File: src/scp_map.vh
// register layout and protocol constants for the serial command port
`ifndef SCP_MAP_VH
`define SCP_MAP_VH
`define SCP_BITS_PER_BYTE      4'h8
`define SCP_CNT_RESET          4'h0
`define SCP_STAT_ACTIVE_MSB    7
`define SCP_STAT_ACTIVE_LSB    4
`define SCP_STAT_NRDY_MSB      3
`define SCP_STAT_NRDY_LSB      0
`define SCP_STAT_RESET         8'hFF
`define SCP_CMD_RESET          8'h00
`define SCP_CLK_PERIOD_NS      4
`define SCP_BUSY_TIME_NS       40
`define SCP_BUSY_CYCLES        ((`SCP_BUSY_TIME_NS + `SCP_CLK_PERIOD_NS - 1) / `SCP_CLK_PERIOD_NS)
`endif

File: src/scp_port.v
// serial command port: host writes command bytes, reads channel status
// Operation
// - select low enables input and status output
// - command bits arrive MSB first per pulse
// - execute byte at eighth sampling edge
// - strap low: sample rising, launch falling
// - strap high: sample falling, launch rising
// - status shifts out while select low
// - select high clears the pulse counter
// - active flags ch4..ch1 in bits 7..4
// - not-ready flags ch4..ch1 in bits 3..0
// - active low while processing or playing
// - not-ready low while processing or standby
// - command pending low while command processes
// - data output high impedance while deselected
// - commands are whole bytes, maybe two; CMD_SECOND_O stays low, pairing left to the decoder
`timescale 1ns/1ns
`include "scp_map.vh"
module scp_port (
  // clock and reset
  input  wire       CLK_I,
  input  wire       SYS_RST_I,
  // serial pins from host
  input  wire       PORT_SELECT_N_I,
  input  wire       SER_CLK_I,
  input  wire       SER_DATA_I,
  input  wire       EDGE_POLARITY_STRAP_I,
  // serial data output pin, enable high while driving
  output wire       SER_DATA_O,
  output wire       SER_DATA_OE_O,
  // channel state from the playback engine
  input  wire [3:0] CHAN_PLAYING_I,
  input  wire [3:0] CHAN_STANDBY_I,
  input  wire       CMD_DONE_I,
  // received command bytes toward the decoder
  output wire [7:0] CMD_BYTE_O,
  output wire       CMD_VALID_O,
  output wire       CMD_SECOND_O,
  // command pending, active low
  output wire       COMMAND_PENDING_N_O,
  // status register view
  output wire [7:0] CHANNEL_STATUS_O
);
  // synchronised pin levels
  wire       sel_n_inv;
  wire       sel_n_s;
  wire       sck_s;
  wire       sdi_s;
  wire       strap_s;

  // edge detection and framing state
  reg        sck_prev_q;
  reg        sel_n_prev_q;
  reg  [3:0] bit_cnt_q;
  reg  [3:0] bit_cnt_d;
  reg  [7:0] rx_shift_q;
  reg  [7:0] rx_shift_d;
  reg  [7:0] tx_shift_q;
  reg  [7:0] tx_shift_d;
  reg        sdo_q;
  reg        sdo_d;
  reg        sdo_oe_q;

  // command handover and status
  reg  [7:0] cmd_byte_q;
  reg  [7:0] cmd_byte_d;
  reg        cmd_valid_q;
  reg        cmd_valid_d;
  reg        cmd_second_q;
  reg        byte_phase_q;
  reg        pending_q;
  reg        pending_d;
  reg        pending_n_q;
  reg  [7:0] status_q;

  // decoded events, all on the system clock
  wire       rise;
  wire       fall;
  wire       sample_edge;
  wire       launch_edge;
  wire       sel_assert;
  wire       selected;
  wire       byte_end;
  wire [7:0] status_now;

  // pick one of the two serial clock edges by strap level
  function pick_edge;
    input strap;
    input when_low;
    input when_high;
    begin
      pick_edge = strap ? when_high : when_low;
    end
  endfunction

  // true on the last bit of a byte
  function is_last_bit;
    input [3:0] cnt;
    begin
      is_last_bit = (cnt == (`SCP_BITS_PER_BYTE - 4'h1));
    end
  endfunction

  // flag is low when pending or the channel is in that state
  function [3:0] flags_n;
    input [3:0] state;
    input       busy;
    begin
      flags_n = ~(state | {4{busy}});
    end
  endfunction

  // one synchroniser per pin; strap is a pin too
  scp_sync u_sync_sel (
    .CLK_I     (CLK_I),
    .SYS_RST_I (SYS_RST_I),
    .async_i   (~PORT_SELECT_N_I),
    .sync_o    (sel_n_inv)
  );

  scp_sync u_sync_sck (
    .CLK_I     (CLK_I),
    .SYS_RST_I (SYS_RST_I),
    .async_i   (SER_CLK_I),
    .sync_o    (sck_s)
  );

  scp_sync u_sync_sdi (
    .CLK_I     (CLK_I),
    .SYS_RST_I (SYS_RST_I),
    .async_i   (SER_DATA_I),
    .sync_o    (sdi_s)
  );

  scp_sync u_sync_strap (
    .CLK_I     (CLK_I),
    .SYS_RST_I (SYS_RST_I),
    .async_i   (EDGE_POLARITY_STRAP_I),
    .sync_o    (strap_s)
  );

  // select enters inverted so a reset synchroniser reads deselected
  assign sel_n_s     = ~sel_n_inv;
  assign selected    = ~sel_n_s;
  assign rise        = sck_s & ~sck_prev_q;
  assign fall        = ~sck_s & sck_prev_q;
  assign sample_edge = pick_edge(strap_s, rise, fall);
  assign launch_edge = pick_edge(strap_s, fall, rise);
  assign sel_assert  = selected & sel_n_prev_q;
  assign byte_end    = selected & sample_edge & is_last_bit(bit_cnt_q);

  // flags are low when pending or channel in that state
  assign status_now[`SCP_STAT_ACTIVE_MSB:`SCP_STAT_ACTIVE_LSB] =
    flags_n(CHAN_PLAYING_I, pending_q);
  assign status_now[`SCP_STAT_NRDY_MSB:`SCP_STAT_NRDY_LSB] =
    flags_n(CHAN_STANDBY_I, pending_q);

  // bit counter and receive shifter
  always @* begin
    bit_cnt_d  = bit_cnt_q;
    rx_shift_d = rx_shift_q;
    if (sel_n_s) begin
      bit_cnt_d = `SCP_CNT_RESET;
    end else if (sample_edge) begin
      rx_shift_d = {rx_shift_q[6:0], sdi_s};
      if (is_last_bit(bit_cnt_q)) begin
        bit_cnt_d = `SCP_CNT_RESET;
      end else begin
        bit_cnt_d = bit_cnt_q + 4'h1;
      end
    end
  end

  // command handover and pending flag
  always @* begin
    cmd_byte_d  = cmd_byte_q;
    cmd_valid_d = 1'b0;
    pending_d   = pending_q;
    if (byte_end) begin
      cmd_byte_d  = {rx_shift_q[6:0], sdi_s};
      cmd_valid_d = 1'b1;
      // set wins over a done in the same cycle
      pending_d   = 1'b1;
    end else if (CMD_DONE_I) begin
      pending_d   = 1'b0;
    end
  end

  // status shifter, loaded once per select
  always @* begin
    tx_shift_d = tx_shift_q;
    sdo_d      = sdo_q;
    if (sel_assert) begin
      // snapshot so the byte cannot change mid-read
      tx_shift_d = {status_now[6:0], 1'b1};
      sdo_d      = status_now[7];
    end else if (selected && launch_edge) begin
      sdo_d      = tx_shift_q[7];
      tx_shift_d = {tx_shift_q[6:0], 1'b1};
    end
  end

  // previous serial clock level for edge finding
  always @(posedge CLK_I) begin
    if (SYS_RST_I) begin
      sck_prev_q <= 1'b0;
    end else begin
      sck_prev_q <= sck_s;
    end
  end

  // previous select level for the load strobe
  always @(posedge CLK_I) begin
    if (SYS_RST_I) begin
      sel_n_prev_q <= 1'b1;
    end else begin
      sel_n_prev_q <= sel_n_s;
    end
  end

  // receive side registers
  always @(posedge CLK_I) begin
    if (SYS_RST_I) begin
      bit_cnt_q  <= `SCP_CNT_RESET;
      rx_shift_q <= `SCP_CMD_RESET;
    end else begin
      bit_cnt_q  <= bit_cnt_d;
      rx_shift_q <= rx_shift_d;
    end
  end

  // byte handed over, held until the next one
  always @(posedge CLK_I) begin
    if (SYS_RST_I) begin
      cmd_byte_q   <= `SCP_CMD_RESET;
      cmd_second_q <= 1'b0;
      byte_phase_q <= 1'b0;
    end else begin
      cmd_byte_q <= cmd_byte_d;
      if (byte_end) begin
        cmd_second_q <= byte_phase_q;
        // pairing of two-byte commands is left to the decoder
        byte_phase_q <= 1'b0;
      end
    end
  end

  // one-cycle strobe for a new byte
  always @(posedge CLK_I) begin
    if (SYS_RST_I) begin
      cmd_valid_q <= 1'b0;
    end else begin
      cmd_valid_q <= cmd_valid_d;
    end
  end

  // both polarities kept so the pin comes straight from a flop
  always @(posedge CLK_I) begin
    if (SYS_RST_I) begin
      pending_q   <= 1'b0;
      pending_n_q <= 1'b1;
    end else begin
      pending_q   <= pending_d;
      pending_n_q <= ~pending_d;
    end
  end

  // serial output data
  always @(posedge CLK_I) begin
    if (SYS_RST_I) begin
      tx_shift_q <= `SCP_STAT_RESET;
      sdo_q      <= 1'b0;
    end else begin
      tx_shift_q <= tx_shift_d;
      sdo_q      <= sdo_d;
    end
  end

  // output enable follows the synchronised select
  always @(posedge CLK_I) begin
    if (SYS_RST_I) begin
      sdo_oe_q <= 1'b0;
    end else begin
      sdo_oe_q <= selected;
    end
  end

  // status register view
  always @(posedge CLK_I) begin
    if (SYS_RST_I) begin
      status_q <= `SCP_STAT_RESET;
    end else begin
      status_q <= status_now;
    end
  end

  assign SER_DATA_O          = sdo_q;
  assign SER_DATA_OE_O       = sdo_oe_q;
  assign CMD_BYTE_O          = cmd_byte_q;
  assign CMD_VALID_O         = cmd_valid_q;
  assign CMD_SECOND_O        = cmd_second_q;
  assign COMMAND_PENDING_N_O = pending_n_q;
  assign CHANNEL_STATUS_O    = status_q;
endmodule

File: src/scp_sync.v
// two-flop synchroniser for one input from outside the clock domain
`timescale 1ns/1ns
module scp_sync (
  // clock and reset
  input  wire CLK_I,
  input  wire SYS_RST_I,
  // asynchronous level in, synchronised level out
  input  wire async_i,
  output wire sync_o
);
  reg meta_q;
  reg sync_q;

  always @(posedge CLK_I) begin
    if (SYS_RST_I) begin
      meta_q <= 1'b0;
      sync_q <= 1'b0;
    end else begin
      meta_q <= async_i;
      sync_q <= meta_q;
    end
  end

  assign sync_o = sync_q;
endmodule

File: config.mk
export PLATFORM = sky130hd
export DESIGN_NAME = scp_port
export DESIGN_NICKNAME = d
export VERILOG_FILES = /design/src/scp_port.v /design/src/scp_sync.v
export VERILOG_INCLUDE_DIRS = /design/src /design/src/src
export SDC_FILE = /design/constraint.sdc
export NUM_CORES = 1
export LEC_CHECK = 0
export BUFFER_PORTS_ARGS = -buffer_cell sky130_fd_sc_hd__buf_2
export CAP_MARGIN = 10
export CORE_MARGIN = 8
export CORE_UTILIZATION = 45
export DETAILED_ROUTE_END_ITERATION = 6
export PLACE_DENSITY = 0.79
export SKIP_LAST_GASP = 1
export SYNTH_ARGS = -nofsm -noshare
export SYNTH_HDL_FRONTEND = slang
export SYNTH_HIERARCHICAL = 1
export SYNTH_SLANG_ARGS = --single-unit
File: constraint.sdc
create_clock -name CLK_I -period 2.35 [get_ports CLK_I]
set_input_delay 0.235 -clock CLK_I [delete_from_list [all_inputs] [get_ports CLK_I]]
set_output_delay 0.235 -clock CLK_I [all_outputs]
set_load 0.02 [all_outputs]
* Yosys cells after proc, flatten, opt, wreduce, memory -nomap -nowiden
Index checks and enable logic that the tools add are counted.
** Operators by class
- $add $sub $neg :: 1
- Equality and inequality tests :: 1
- Muxes and demuxes :: 10
- Bitwise gates (word level) :: 14
- Reductions and logical operators :: 4
** Operators by type and width (count)
- 8-bit 2-to-1 mux :: 2
- 4-bit NOT :: 2
- 4-bit bitwise OR :: 2
- 1-bit 2-to-1 mux :: 7
- 1-bit AND :: 5
- 1-bit NOT :: 5
- 4-bit by 1-bit adder with 4-bit output (second input constant) :: 1
- 4-bit by 3-bit equality test with 1-bit output (second input constant) :: 1
- 4-bit 2-to-1 mux :: 1
- 2-bit AND reduction :: 1
- 2-bit nonzero test :: 1
- 2-bit OR reduction :: 1
- 1-bit logical AND :: 1
** Word-level totals
- Register bits after elaboration :: 49
- Input bits :: 15
- Output and inout port bits :: 21

* Longest topological paths before layout
Gate-level depths: netlist of run 1.
- Depth in word-level cells :: 7
- Depth in mapped cells :: 5
- Gate-level depth less buffers :: 4

* Modules after synthesis
The synthesis of run 1 kept the hierarchy.
** By module, submodules not included
- scp_port :: instances 1, cells an instance 176, area an instance 1749.2 µm², sequential area each 820.8 µm²
- scp_sync :: instances 4, cells an instance 4, area an instance 52.6 µm², sequential area each 40.0 µm²

* Worst setup path before layout of run 1
No wires, ideal clock.
- Path type :: register to register
- Start point :: register u_sync_sck.sync_q (netlist: u_sync_sck/sync_o)
- End point :: register bit_cnt_q[0]
- Library setup time :: 66 ps
- Arrival time :: 1316 ps
- Setup slack :: 968 ps
- Cell stages (with the launch flop) :: 5
- Path buffers :: 1
- Clock period less this slack :: 1382 ps
- Cells stage by stage :: dfxtp_1 or3b_1 buf_2 a221o_1 a21oi_2
** On the way
- Word-level cells in the longest chain between the ends :: 3
** Ends and longest elaborated chain
- from (decl) :: line scp_sync.v:12 : reg sync_q;
- from (signal assigned) :: line scp_sync.v:20 : sync_q <= meta_q;
- 1-bit NOT :: line scp_port.v:146 : assign fall = ~sck_s & sck_prev_q;
- 1-bit AND :: line scp_port.v:146
- 1-bit 2-to-1 mux * :: line scp_port.v:92 : pick_edge = strap ? when_high : when_low;
- to (signal assigned) :: line scp_port.v:224 : bit_cnt_q <= `SCP_CNT_RESET;
- to (signal assigned) :: line scp_port.v:227 : bit_cnt_q <= bit_cnt_d;
- to (decl) :: line scp_port.v:54 : reg [3:0] bit_cnt_q;
Mark *: on every way between the ends. The rest lies on a longest branch, timed or not.
A chain may end at the register's enable or synchronous reset.

* Final worst setup path of run 1
- Start point :: register u_sync_sel.sync_q (netlist: u_sync_sel/sync_o)
- End point :: register cmd_byte_q[3] (netlist: CMD_BYTE_O[3])
** On the way
- Word-level cells in the longest chain between the ends :: 2
** Ends and longest elaborated chain
- from (decl) :: line scp_sync.v:12
- from (signal assigned) :: line scp_sync.v:20
- 1-bit AND (2 in series) :: line scp_port.v:150 : assign byte_end = selected & sample_edge & is_last_bit(bit_cnt_q);
- to (signal assigned) :: line scp_port.v:235 : cmd_byte_q <= `SCP_CMD_RESET;
- to (signal assigned) :: line scp_port.v:239 : cmd_byte_q <= cmd_byte_d;
- to (decl) :: line scp_port.v:65 : reg [7:0] cmd_byte_q;
Every way passes these cells.

==> results_dict.tcl, run 1 <==
set metrics [dict create \
    ys.flop_type "dfxtp_1" \
    max_freq_mhz 644 \
    muxShareOfSynthArea_pct 8.68 \
    synth_xor_area_share_pct 0 \
    root_buffer "clkbuf_8" \
    wl_per_cell_um 12.9 \
    critical_path.cell_chain "buf_4 > nand4bb_1 > a21oi_1 > buf_4 > mux2i_1" \
    drtPass1Iterations 4 \
    critPathLaunch "u_sync_sel/sync_o" \
    cts_resized 0 \
    die_h_um 82.0 \
    ant_nets 0 \
    synthAdderAreaFrac_pct 0.639 \
    grt_max_degree 41 \
    hp-class "primary input to flip-flop" \
    die_area_sq_mm 0.00672 \
    vias 1431 \
    cp_common_cell "buf_4" \
    reg2reg_from "u_sync_sel/sync_o" \
    worstSetupPathType "flip-flop to flip-flop" \
    ys_warn_count 6 \
    track_usage_pct 11.3 \
    power_density_mw_per_mm2 682 \
    synthCells 192 \
    syn2layout_area_growth_pct 16.4 \
    grt.overflow.total 0 \
    die_x_um 82.0 \
    core_sq_mm 0.00426 \
    worst_pin_slew_ns 0.571 \
    final_common_cell "dfxtp_1" \
    p_leak_nw 0.912 \
    synth_compound_area_share_pct 14.9 \
    cts_max_level 2 \
    period_share_pct 66.1 \
    layout.nets 240 \
    synth_fp_nets 208 \
    setup_slack_ns 0.796 \
    fillers 373 \
    port_buffers 34 \
    hpwlAfterDp_mm 2.55 \
    final-setup-viol-count 0 \
    r2r_cells 5 \
    finalMaxSlewViolations 0 \
    start_util_pct 46.0 \
    clkSlewWorstSetupHoldPaths_ns 0.09 \
    cts_tree "yes" \
    end_kind "flip-flop" \
    rows 24 \
    grt_pass1_vias 1377 \
    ys_seq_elements 49 \
    synth_edf_count 0 \
    hold_start "CHAN_PLAYING_I[0]" \
    cp_num_cells 5 \
    io_pins 36 \
    cp_data_arrival_time_ns 1.78 \
    status "finished, final reports clean" \
    cts_made_buffers 5 \
    hold_depth 2 \
    drive_gt1_share_pct 21.3 \
    skew_ns 0.0123 \
    final_util_pct 53.5 \
    synth.avg_cell_area_sq_um 10.2 \
    worstSetupStartpointType "flip-flop" \
    cp.required_ns 2.58 \
    yosys.area_share.simple_pct 22.4 \
    setup_tns_ns 0 \
    ys_types 36 \
    final_hold_viol_count 0 \
    cp_max_fo 15 \
    cp_slowest_stage_delay_ns 0.32 \
    grt_pass1_wl_mm 5.94 \
    via_per_inst 5.17 \
    antenna_cells 0 \
    antenna_found_initial 0 \
    final_cell_mix "dfxtp_1 (49), buf_2 (34), nand2b_1 (18)" \
    rsz0062_at_grt "no" \
    fin_hold_ws_ns 0.108 \
    cp.buffers_inverters 2 \
    slew_headroom_pct 61.9 \
    drt-total-wl_mm 3.57 \
    drc 0 \
    instances_no_fill 277 \
    min_period_ns 1.55 \
    cts_buffer_depth 2 \
    cap_violations 0 \
    dp_cells 269 \
    synthArstFlopShare_pct 0 \
    syn_area_sq_mm 0.00196 \
    seq_area_frac_synth_pct 50.1 \
    slowest_stage "dfxtp_1" \
    post-place-ws_ns 0.782 \
    clk_latency_ns 0.30 \
    ir_drop_mv 0.291 \
    post_cts_buffers 0 \
    clock-sinks 49 \
    drt_iter0_markers 116 \
    synth_top_family_by_area "simple AND/OR/NAND/NOR gates" \
    gp_congestion 0.711 \
    crit_family "buffers and inverters" \
    cts_hold_buf 0 \
]
## metal layers
metal / GRT usage, % / share of wire [%] / vias to the layer above / routed length [um]
li1: - / - / 736 / -
met1: 13.0 / 46 / 652 / 1650
met2: 17.6 / 45 / 35 / 1590
met3: 4.81 / 7.3 / 8 / 259
met4: 5.79 / 2.0 / 0 / 72
met5: 0 / 0 / - / 0
## per-stage QoR
step / total power (W) / area (sq um)
finish: 0.00156 / 2280
global route: 0.00163 / 2280
floorplan: 0.000936 / 1960
CTS: 0.00158 / 2280
global placement: 0.000967 / 2160
detailed placement: 0.000969 / 2160
## final timing paths
check	to	slack, ns
worst max-delay path	CMD_BYTE_O[3]	0.80
worst min-delay path	CHANNEL_STATUS_O[4]	0.11
worst max register to register	CMD_BYTE_O[3]	0.80
worst min register to register	u_sync_sck/sync_o	0.44
## flip-flops by register name (all words and copies together) (netlist names), 4 cells and up
signal,cells
rx_shift_q,7
bit_cnt_q,4
tx_shift_q,7
CHANNEL_STATUS_O,8
CMD_BYTE_O,8
## cell type report
cell class / instances / area (sq um) / area share [%]
Clock buffer: 7 / 86.3 / 3.78
Multi-Input combinational cell: 129 / 918 / 40.3
Clock inverter: 1 / 30.0 / 1.32
Inverter: 2 / 7.51 / 0.329
Timing Repair Buffer: 37 / 193 / 8.45
Tap cell: 52 / 65.1 / 2.85
Sequential cell: 49 / 981 / 43.0
## synthesized netlist by cell type, drive strengths merged (2+ instances only)
cell	instances	area share (%)
inv	2	0.38
o21bai	10	3.8
buf	5	1.3
mux2i	17	8.7
nand3	10	2.6
nand2b	18	5.7
dfxtp	49	50
nand2	3	0.57
nor2	8	1.5
nor2b	11	3.5
nand3b	2	0.77
o21ai	7	1.8
a21oi	12	3.3
clkbuf	7	1.3
nor4bb	7	3.6
a211oi	7	2.7
a21boi	2	0.77
## worst register-to-register path, stage by stage (launching register included)
cell	delay, ns
dfxtp_1	0.32
buf_4	0.18
nand4bb_1	0.32
a21oi_1	0.23
buf_4	0.23
mux2i_1	0.20
## cell families (layout without fill, tap and decap cells)
kind of cell    after synthesis  in the layout
compound gates               42             42
fa+ha+maj                     1              1
buf+inv                      14             47
flops                        49             49
mux                          17             17
other cells                   1              1
simple gates                 68             68
## report_power, final
part	leakage, nW	switching (W)	internal, W
Clock	0.0585	0.000261	0.000347
Combinational	0.453	0.0000497	0.0000419
Sequential	0.400	0.00000871	0.000848
Total	0.912	0.000320	0.00124
No activity file was read; power rests on OpenSTA's default activity.
==> inputs of run 2 (changes only) <==
Settings changed: PLACE_DENSITY 0.79 to 0.81.
Clock period 2.35 ns to 1.29 ns, I/O delays scaled along.
==> results_dict.tcl, run 2 (same netlist as run 1, synthesis figures left out) <==
set metrics [dict create \
    clk_latency_ns 0.30 \
    cp.buffers_inverters 0 \
    critical_path.cell_chain "or3b_4 > a221o_1 > a21oi_2" \
    finalMaxSlewViolations 0 \
    hpwlAfterDp_mm 2.61 \
    clock-sinks 49 \
    end_kind "flip-flop" \
    violations "setup timing" \
    p_int_w 0.00241 \
    ir_drop_mv 0.638 \
    cts_made_buffers 5 \
    rows 24 \
    setup_tns_ns -0.0376 \
    cp_max_fo 5 \
    final-setup-viol-count 4 \
    cts_buffer_depth 2 \
    multi_input_area_sq_um 930 \
    drtPass1Iterations 4 \
    final_hold_viol_count 0 \
    regArea_sq_um 987 \
    clkSlewWorstSetupHoldPaths_ns 0.09 \
    post-place-ws_ns -0.0620 \
    hp-class "primary input to flip-flop" \
    p_seq_share_pct 51.8 \
    cp.required_ns 1.53 \
    final_cell_mix "dfxtp_1 (44), buf_2 (34), nand2b_1 (18)" \
    root_buffer "clkbuf_8" \
    fillers 387 \
    power_switching_w 0.000599 \
    p_leak_nw 1.02 \
    start_util_pct 46.0 \
    core_sq_mm 0.00426 \
    track_usage_pct 12.1 \
    rsz0062_at_grt "yes" \
    post_cts_buffers 0 \
    drc 0 \
    grt_pass1_vias 1518 \
    antenna_cells 0 \
    antenna_found_initial 0 \
    cp_slowest_stage_delay_ns 0.42 \
    port_buffers 34 \
    vias 1478 \
    io_pins 36 \
    worstSetupStartpointType "flip-flop" \
    drt_iter0_markers 96 \
    p_total_w 0.00301 \
    wl_per_cell_um 12.8 \
    cp_data_arrival_time_ns 1.55 \
    period_share_pct 102 \
    grt_max_degree 58 \
    max_freq_mhz 761 \
    min_period_ns 1.31 \
    drive_gt1_share_pct 30.3 \
    switching_share_pct 19.9 \
    crit_family "compound AO/OA/AOI/OAI gates" \
    worstSetupPathType "flip-flop to flip-flop" \
    layout.nets 256 \
    skew_ns 0.00704 \
    clkPwrFrac_pct 41.7 \
    die_area_sq_mm 0.00672 \
    gp_congestion 0.749 \
    cap_violations 0 \
    setup_slack_ns -0.0232 \
    p_comb_share_pct 6.5 \
    grt_pass1_wl_mm 6.45 \
    cts_tree "yes" \
    status "finished with violations" \
    ant_nets 0 \
    via_per_inst 5.04 \
    power_density_mw_per_mm2 1220 \
    grt.overflow.total 0 \
    syn2layout_area_growth_pct 26.3 \
    final_common_cell "dfxtp_1" \
    die_h_um 82.0 \
    drt-total-wl_mm 3.76 \
    cts_max_level 2 \
    slowest_stage "or3b_4" \
    die_x_um 82.0 \
]
run 2: worst paths after layout:
check / startpoint / endpoint / slack (ns) / depth (start not counted)
max: u_sync_strap/sync_o / bit_cnt_q[0] / -0.02 / 3
min: CHAN_PLAYING_I[0] / CHANNEL_STATUS_O[4] / 0.01 / 2
min reg2reg: u_sync_strap/meta_q / u_sync_strap/sync_o / 0.43 / 1
max reg2reg: u_sync_strap/sync_o / bit_cnt_q[0] / -0.02 / 3
run 2: cell type report:
class / count / area share [%]
inverter: 2 / 0.303
multi-input combinational: 129 / 37.6
clock buffer: 5 / 2.78
tap: 52 / 2.63
timing repair buffer: 53 / 14.2
clock inverter: 3 / 2.63
sequential: 49 / 39.9
run 2: power groups by stage:
stage | Sequential, W | Clock [W] | Combinational, W
final | 0.00156 | 0.00126 | 0.000195
after global routing | 0.00156 | 0.00135 | 0.000211
after floorplan | 0.00161 | 0 | 0.0000947
after detailed placement | 0.00160 | 0 | 0.000190
after CTS | 0.00156 | 0.00128 | 0.000193
after global placement | 0.00159 | 0 | 0.000187
run 2: per-stage QoR:
stage	instance area, sq um	hold slack, ns	std cells	util, %
after floorplan	1970	0.193	192	-
after global placement	2300	0.319	283	53.9
after detailed placement	2300	0.329	283	53.9
after CTS	2440	0.00572	291	57.3
after global routing	2470	0.000335	293	58.0
final	2470	0.0109	293	58.0
run 2: repair_timing:
item,4_1_cts,5_1_grt
hold buffers,0,1
resized for setup,5,7
endpoints found under the hold margin,0,1
endpoints found under the setup margin,18,19
cloned,0,1
run 2: metal layers:
metal / wire, um / up-vias / global-route usage (%)
met4: 68 / 0 / 5.61
met2: 1690 / 33 / 20.0
met5: 0 / - / 0
met3: 224 / 6 / 3.61
li1: - / 774 / -
met1: 1770 / 665 / 14.0
